**src/include/sysref_align_pkg.sv**
```systemverilog
// Constants shared by the frame/multi-frame alignment logic.
// Assumes a single mclk domain; all inputs synchronous except the sync pin.
package sysref_align_pkg;
   // =========================================================
   // Framing defaults
   localparam int unsigned FRAMES_PER_MF = 20;
   localparam int unsigned CLKS_PER_FRAME = 1;
   localparam int unsigned MIN_PULSE_FRAMES = 2;
   localparam int unsigned DRIFT_FRAMES = 2;
   localparam int unsigned CNT_W = 8;
   localparam int unsigned SYNC_STAGES = 2;
   localparam logic [CNT_W-1:0] CNT_ZERO = 8'h00;
endpackage : sysref_align_pkg

```
**src/rtl/edge_gate.sv**
```systemverilog
// SYSREF detection gate and rising-edge detector.
// Assumes sysref is already sampled on the undivided input clock.
module edge_gate (
   // Clock and reset
   input wire logic mclk,
   input wire logic reset_n,
   // Inputs
   input wire logic sysref,
   input wire logic gate_en,
   // Output
   output logic rise
);
   typedef struct packed {
      logic prev;
   } state_s;
   state_s st_r;
   state_s st_nxt;
   logic gated;

   // Gate opened on a high level looks like an edge, as the hardware does
   assign gated = sysref & gate_en;
   assign rise = gated & ~st_r.prev;

   always_comb begin
      st_nxt = st_r;
      st_nxt.prev = gated;
   end

   always_ff @(posedge mclk or negedge reset_n) begin
      if (!reset_n) begin
         st_r <= '{prev: 1'b0};
      end else begin
         st_r <= st_nxt;
      end
   end
endmodule : edge_gate

```
**src/rtl/sync_stage.sv**
```systemverilog
// Two-flop synchroniser for the asynchronous sync request pin.
// Assumes the input may change at any time relative to mclk.
module sync_stage (
   // Clock and reset
   input wire logic mclk,
   input wire logic reset_n,
   // Data
   input wire logic async_in,
   output logic sync_out
);
   typedef struct packed {
      logic meta;
      logic stable;
   } state_s;
   state_s st_r;
   state_s st_nxt;

   always_comb begin
      st_nxt = st_r;
      st_nxt.meta = async_in;
      st_nxt.stable = st_r.meta;
   end

   // Idle high: no request while in reset
   always_ff @(posedge mclk or negedge reset_n) begin
      if (!reset_n) begin
         st_r <= '{meta: 1'b1, stable: 1'b1};
      end else begin
         st_r <= st_nxt;
      end
   end

   assign sync_out = st_r.stable;
endmodule : sync_stage

```
**src/rtl/sysref_lmfc_alignment_sync.sv**
```systemverilog
// Frame clock and LMFC phase alignment from SYSREF, plus link break
// on misaligned SYSREF or receiver sync request.
// Assumes mclk is the undivided input clock and sysref is synchronous to it.
module sysref_lmfc_alignment_sync #(
   parameter int unsigned K = sysref_align_pkg::FRAMES_PER_MF,
   parameter int unsigned FRAME_CLKS = sysref_align_pkg::CLKS_PER_FRAME
) (
   // Clock and reset
   input wire logic mclk,
   input wire logic reset_n,
   // SYSREF path
   input wire logic sysref,
   input wire logic sysref_gate_en,
   // Synchronisation request
   input wire logic sync_request_pin_n,
   input wire logic sync_sel,
   input wire logic sync_reg_n,
   // Internal clocks and link state
   output logic frame_tick,
   output logic lmfc_tick,
   output logic aligned,
   output logic link_break,
   output logic sync_req
);
   localparam int unsigned W = sysref_align_pkg::CNT_W;

   typedef struct packed {
      logic [W-1:0] fcnt;
      logic [W-1:0] mcnt;
      logic aligned;
      logic brk;
      logic ftick;
      logic mtick;
      logic sreq;
   } state_s;

   state_s st_r;
   state_s st_nxt;
   logic rise;
   logic pin_sync;
   logic req_n;
   logic on_grid;

   // Wrap test used for both counters
   function automatic logic at_last(input logic [W-1:0] c,
                                    input int unsigned n);
      at_last = (c == W'(n - 1));
   endfunction : at_last

   // =========================================================
   // Input conditioning
   edge_gate u_gate (
      .mclk(mclk),
      .reset_n(reset_n),
      .sysref(sysref),
      .gate_en(sysref_gate_en),
      .rise(rise)
   );

   sync_stage u_sync (
      .mclk(mclk),
      .reset_n(reset_n),
      .async_in(sync_request_pin_n),
      .sync_out(pin_sync)
   );

   // Register source overrides the pin, which may float
   assign req_n = sync_sel ? sync_reg_n : pin_sync;

   // Edge is on grid when counters sit at multi-frame start
   assign on_grid = (st_r.fcnt == sysref_align_pkg::CNT_ZERO) &&
                    (st_r.mcnt == sysref_align_pkg::CNT_ZERO);

   // =========================================================
   // Phase counters and alignment decision
   always_comb begin
      st_nxt = st_r;
      st_nxt.brk = 1'b0;
      st_nxt.ftick = 1'b0;
      st_nxt.mtick = 1'b0;
      st_nxt.sreq = ~req_n;
      if (at_last(st_r.fcnt, FRAME_CLKS)) begin
         st_nxt.fcnt = sysref_align_pkg::CNT_ZERO;
         st_nxt.ftick = 1'b1;
         if (at_last(st_r.mcnt, K)) begin
            st_nxt.mcnt = sysref_align_pkg::CNT_ZERO;
            st_nxt.mtick = 1'b1;
         end else begin
            st_nxt.mcnt = st_r.mcnt + W'(1);
         end
      end else begin
         st_nxt.fcnt = st_r.fcnt + W'(1);
      end
      if (rise) begin
         if (st_r.aligned && on_grid) begin
            // Phase already right: nothing changes
            st_nxt.aligned = 1'b1;
         end else begin
            // Restart both counters so the edge is the new phase zero
            st_nxt.fcnt = (FRAME_CLKS > 1) ? W'(1)
                          : sysref_align_pkg::CNT_ZERO;
            st_nxt.mcnt = (FRAME_CLKS > 1) ? sysref_align_pkg::CNT_ZERO
                          : ((K > 1) ? W'(1)
                             : sysref_align_pkg::CNT_ZERO);
            st_nxt.aligned = 1'b1;
            st_nxt.brk = 1'b1;
            st_nxt.ftick = 1'b0;
            st_nxt.mtick = 1'b0;
         end
      end
      if (!req_n) begin
         st_nxt.brk = 1'b1;
      end
   end

   // Limitation: phase is resolved only to one mclk, the undivided clock
   // Without SYSREF the power-up phase stands, up to one multi-frame
   always_ff @(posedge mclk or negedge reset_n) begin
      if (!reset_n) begin
         st_r <= '0;
      end else begin
         st_r <= st_nxt;
      end
   end

   assign frame_tick = st_r.ftick;
   assign lmfc_tick = st_r.mtick;
   assign aligned = st_r.aligned;
   assign link_break = st_r.brk;
   assign sync_req = st_r.sreq;

   // =========================================================
   // Checks
   realign_zero_a: assert property (
      @(posedge mclk) disable iff (!reset_n)
      (rise && !(st_r.aligned && on_grid)) |=> link_break && aligned)
      else $error("misaligned edge did not break link");

   keep_phase_a: assert property (
      @(posedge mclk) disable iff (!reset_n)
      (rise && st_r.aligned && on_grid && req_n) |=> !link_break)
      else $error("aligned edge broke link");

   first_edge_a: assert property (
      @(posedge mclk) disable iff (!reset_n)
      (rise && !st_r.aligned) |=> link_break)
      else $error("first edge did not align");

   sync_break_a: assert property (
      @(posedge mclk) disable iff (!reset_n)
      (!req_n) |=> link_break && sync_req)
      else $error("sync request did not break link");

   sync_sel_a: assert property (
      @(posedge mclk) disable iff (!reset_n)
      (sync_sel && sync_reg_n && !rise) |=> !sync_req)
      else $error("pin used while register source selected");

   gate_and_a: assert property (
      @(posedge mclk) disable iff (!reset_n)
      !sysref_gate_en |-> !rise)
      else $error("edge seen with gate closed");

   gate_open_a: assert property (
      @(posedge mclk) disable iff (!reset_n)
      (sysref && $rose(sysref_gate_en) && !(st_r.aligned && on_grid))
      |=> link_break)
      else $error("gate opening on high level missed");

   pin_delay_a: assert property (
      @(posedge mclk) disable iff (!reset_n)
      (!sync_sel && $fell(sync_request_pin_n)) ##1 !sync_request_pin_n
      |=> !pin_sync)
      else $error("sync pin synchroniser depth wrong");

   lmfc_period_a: assert property (
      @(posedge mclk) disable iff (!reset_n)
      lmfc_tick |-> frame_tick)
      else $error("lmfc tick off a frame boundary");

   // =========================================================
   // Phase counter checks
   // Counters must never leave their ranges, or the grid test is blind
   fcnt_range_a: assert property (
      @(posedge mclk) disable iff (!reset_n)
      st_r.fcnt < W'(FRAME_CLKS))
      else $error("frame counter out of range");

   mcnt_range_a: assert property (
      @(posedge mclk) disable iff (!reset_n)
      st_r.mcnt < W'(K))
      else $error("multi-frame counter out of range");

   frame_wrap_a: assert property (
      @(posedge mclk) disable iff (!reset_n)
      (!rise && at_last(st_r.fcnt, FRAME_CLKS)) |=> frame_tick)
      else $error("frame tick missing at wrap");

   lmfc_wrap_a: assert property (
      @(posedge mclk) disable iff (!reset_n)
      (!rise && at_last(st_r.fcnt, FRAME_CLKS) && at_last(st_r.mcnt, K))
      |=> lmfc_tick && (st_r.mcnt == sysref_align_pkg::CNT_ZERO))
      else $error("lmfc tick missing at wrap");

   lmfc_mid_a: assert property (
      @(posedge mclk) disable iff (!reset_n)
      !(at_last(st_r.fcnt, FRAME_CLKS) && at_last(st_r.mcnt, K))
      |=> !lmfc_tick)
      else $error("lmfc tick inside a multi-frame");

   single_rise_a: assert property (
      @(posedge mclk) disable iff (!reset_n)
      rise |=> !rise)
      else $error("edge detector fired twice");

   // =========================================================
   // Alignment checks
   // A re-phase restarts at phase zero, so no tick may follow at once
   realign_quiet_a: assert property (
      @(posedge mclk) disable iff (!reset_n)
      (rise && !(st_r.aligned && on_grid)) |=> !lmfc_tick && !frame_tick)
      else $error("tick right after re-phase");

   realign_start_a: assert property (
      @(posedge mclk) disable iff (!reset_n)
      (rise && !(st_r.aligned && on_grid))
      |=> (st_r.mcnt <= W'(1)) && (st_r.fcnt <= W'(1)))
      else $error("re-phase did not restart counters");

   aligned_sticky_a: assert property (
      @(posedge mclk) disable iff (!reset_n)
      aligned |=> aligned)
      else $error("alignment lost");

   keep_aligned_a: assert property (
      @(posedge mclk) disable iff (!reset_n)
      (rise && st_r.aligned && on_grid) |=> aligned)
      else $error("on-grid edge dropped alignment");

   quiet_link_a: assert property (
      @(posedge mclk) disable iff (!reset_n)
      (aligned && !rise && req_n) |=> !link_break)
      else $error("link broken without cause");

   closed_gate_a: assert property (
      @(posedge mclk) disable iff (!reset_n)
      (!sysref_gate_en && req_n) |=> !link_break)
      else $error("break with gate closed");

   // =========================================================
   // Link break and sync request checks
   // Every break must trace back to an edge or a request a cycle earlier
   break_cause_a: assert property (
      @(posedge mclk) disable iff (!reset_n)
      link_break |-> ($past(rise) || !$past(req_n)))
      else $error("break with no cause");

   sync_idle_a: assert property (
      @(posedge mclk) disable iff (!reset_n)
      req_n |=> !sync_req)
      else $error("sync request without low level");

   reg_request_a: assert property (
      @(posedge mclk) disable iff (!reset_n)
      (sync_sel && !sync_reg_n) |=> sync_req && link_break)
      else $error("register request not taken");

   pin_held_a: assert property (
      @(posedge mclk) disable iff (!reset_n)
      (!sync_sel && !pin_sync) |=> sync_req)
      else $error("synchronised pin request lost");
endmodule : sysref_lmfc_alignment_sync

```
**config.mk**
```make
export PLATFORM = sky130hd
export DESIGN_NAME = sysref_lmfc_alignment_sync
export DESIGN_NICKNAME = d
export VERILOG_FILES = /design/src/include/sysref_align_pkg.sv /design/src/rtl/edge_gate.sv /design/src/rtl/sync_stage.sv /design/src/rtl/sysref_lmfc_alignment_sync.sv
export SDC_FILE = /design/constraint.sdc
export NUM_CORES = 1
export LEC_CHECK = 0
export ABC_AREA = 1
export BUFFER_PORTS_ARGS = -buffer_cell sky130_fd_sc_hd__buf_2
export CORE_MARGIN = 2
export CORE_UTILIZATION = 40
export CTS_BUF_LIST = sky130_fd_sc_hd__clkbuf_2
export DETAILED_ROUTE_END_ITERATION = 8
export PLACE_DENSITY = 0.63
export SLEW_MARGIN = 20
export SYNTH_ARGS = -nofsm -noshare
export SYNTH_HDL_FRONTEND = slang
export SYNTH_SLANG_ARGS = --single-unit
```
**constraint.sdc**
```tcl
create_clock -name mclk -period 2.95 [get_ports mclk]
set_input_delay 0.4425 -clock mclk [delete_from_list [all_inputs] [get_ports mclk]]
set_output_delay 0.4425 -clock mclk [all_outputs]
set_load 0.1 [all_outputs]
```
==> impl_metrics.csv <==
group,metric,value,unit
placed_design,placed_cells,190,
sta,tns,0,ps
synth,synth_xor_area_share,2.15,%
synth,avgSynthCellArea,8.26,µm²
critical_path,crit_path_max_incr_delay,440,ps
placed_design,place_hpwl,1.57,mm
cts,ctsHoldBuffers,0,
detailed_routing,drtIter0Drc,30,
cells_and_area,nFillCells,305,
power_and_ir_drop,leakagePower,0.654,nW
grt,grt_overflow,0,
power_and_ir_drop,p_seq_share,47.0,%
cells_and_area,fin_cells,194,
sta,period_share,55.3,%
cts,cts_tree,"built",
cells_and_area,final_area,0.00132,mm²
synth,synth_top_family_by_area,"simple AND/OR/NAND/NOR gates",
synth,synth_seq_area_share,49.3,%
cts,clockBufferDepth,2,
floorplanning,die_w,59.3,µm
floorplanning,dieArea,0.00351,mm²
synth,syn_inst,148,
critical_path,crit_type,"reg -> out",
sta,holdWs,51.3,ps
critical_path,slowest_stage,"buf_2",
synth,synthMuxAreaShare,0,%
detailed_routing,ant_nets,0,
cts,cts_resized,0,
floorplanning,io_pins,12,
synth,yosys.area_share.simple,33.0,%
sta,slew_headroom,42.5,%
synth,syn-cell-area,0.00122,mm²
floorplanning,rows,20,
sta,setup_viol,0,
cells_and_area,layout-drive-gt1-share,18.0,%
synth,synth_fp_nets,159,
critical_path,crit_fanout,3,
grt,antenna_found_initial,0,
sta,post-route-min-period,1630,ps
floorplanning,initial_core_util,41.1,%
power_and_ir_drop,p_total,0.972,mW
placed_design,portBuffers,11,
power_and_ir_drop,powerDensity,736,mW/mm²
power_and_ir_drop,intPower,0.539,mW
sta,finalMaxSlewViolations,0,
critical_path,cp_data_required_time,2510,ps
detailed_routing,finalWirelength,2.06,mm
sta,clock.fmax,0.613,GHz
grt,track_usage,13.8,%
cts,clk_pin_slew,210,ps
critical_path,cp_top_family,"buffers and inverters",
critical_path,crit_arrival,1190,ps
critical_path,endpoint_kind,"output port",
critical_path,crit_chain,"buf_2",
sta,rsz0062_at_grt,"false",
sta,tightest_slew,860,ps
cts,numClockSinks,24,
detailed_routing,dr.pass1.iters,4,
placed_design,post_dp_cell_area,0.00130,mm²
cts,root_buffer,"clkbuf_2",
power_and_ir_drop,clkPwrFrac,12.3,%
sta,skew,7.96,ps
critical_path,cp-start-kind,"flip-flop",
detailed_routing,via_per_inst,4.84,
cells_and_area,fin_nets,173,
critical_path,worst-path-buf-inv,1,
cts,cts_buffers,3,
sta,hold_viol,0,
grt,grt_pass1_wl,3.66,mm
cts,post-cts-setup-buffer-count,0,
power_and_ir_drop,switching_power,0.433,mW
detailed_routing,vias,939,
placed_design,place.gp.congestion,0.810,
cts,clkLatencyLatePin,320,ps
worst_hold_path,hp-class,"in -> async",
floorplanning,core_area,0.00298,mm²
outcome,status,"finished, final reports clean",
grt,grt_max_degree,25,
power_and_ir_drop,swShare,44.6,%
detailed_routing,routedWlPerCell,10.6,µm
detailed_routing,route.detailed.drc,0,
grt,grt_pass1_vias,856,
flow_run,maxCapViolCount,0,
cells_and_area,antenna_cells_inserted,0,
synth,yosysUniqueCellTypes,24,
synth,synth_fa_ha_area_share,4.09,%
power_and_ir_drop,p_comb_share,40.7,%
synth,ys_warn_count,0,
synth,ys_seq_elements,24,
floorplanning,die_h,59.3,µm
critical_path,r2r-start,"st_r[13]",
cells_and_area,area_delta_synth_final,8.09,%
power_and_ir_drop,vdd.ir_drop.worst,0.000287,V
synth,synth_compound_area_share,3.68,%
cts,htreeDepth,1,
critical_path,critPathLaunch,"aligned",
Yosys cell counts, drive strengths merged:
library cell	instances	area, µm²
nand4	3	25.0
xnor2	1	8.76
a21oi	4	27.5
buf	2	16.3
nor3	4	20.0
a21boi	1	7.51
o21ai	2	10.0
nand3	14	80.1
nor2	24	103
or2	1	6.26
inv	21	78.8
dfstp	2	52.6
xor2	2	17.5
nand2	41	169
ha	4	50.1
dfrtp	22	551
cells by family (layout without fill, tap and decap cells):
logic type | Yosys count | after routing
xor+xnor | 3 | 3
simple gates | 87 | 87
compound gates | 7 | 7
buf+inv | 23 | 36
flops | 24 | 24
fa+ha+maj | 4 | 4
routing by layer:
layer	vias to the layer above	share of wire (%)	track usage (%)
met1	438	47	18.6
li1	485	-	-
met3	0	4.0	4.59
met4	0	0	1.95
met5	-	0	0
met2	16	49	22.0
layout make-up:
class                      count  area (µm²)  area share [%]
tap                           33        41.3            3.12
clock inverter                 1        3.75           0.284
sequential                    24         603            45.6
clock buffer                   3        15.0            1.14
inverter                      21        78.8            5.97
timing repair buffer          11        55.1            4.17
multi-input combinational    101         524            39.7
power groups by stage:
stage	registers (mW)	logic, mW	clock network, mW
4_1_cts	0.457	0.402	0.129
2_1_floorplan	0.512	0.287	0
3_5_place_dp	0.462	0.401	0
3_3_place_gp	0.463	0.393	0
5_1_grt	0.471	0.452	0.137
6_report	0.457	0.396	0.120
per-stage QoR:
step                      setup WS, ps  util, %
final                             1320     44.4
after global routing              1170     44.4
after CTS                         1270     44.4
after detailed placement          1190     43.7
after global placement            1250     43.7
after floorplan                   1400        -
final timing paths:
check                                   end  slack (ps)  cells past startpoint
min                                 st_r[9]          50                      1
max in group asynchronous  u_sync.st_nxt[0]        2520                      1
max                                 aligned        1320                      1
min in group mclk          u_sync.st_nxt[0]         190                      1
min reg2reg                 u_sync.sync_out         370                      0
max reg2reg                         st_r[7]        1340                      8
state kept, by name, indices dropped and copies added, names as in the netlist:
register         count
sync_req             1
st_r                16
frame_tick           1
u_sync.sync_out      1
u_gate.st_r          1
link_break           1
u_sync.st_nxt        1
aligned              1
lmfc_tick            1
placed cells by master, fill, tap and decap left out, types with 2 or more instances in the layout:
cell type and instances:
nand2_1 37, dfrtp_1 22, inv_1 21, nor2_1 21
nand3_1 12, buf_2 11, nor3_1 4, ha_1 4
nand2_2 3, clkbuf_2 3, xor2_1 2, nor2_2 2
nand4_1 2, nand3_2 2, a21oi_2 2, a21oi_1 2
o21ai_0 2, dfstp_2 2
No activity file was read; power rests on OpenSTA's default activity.
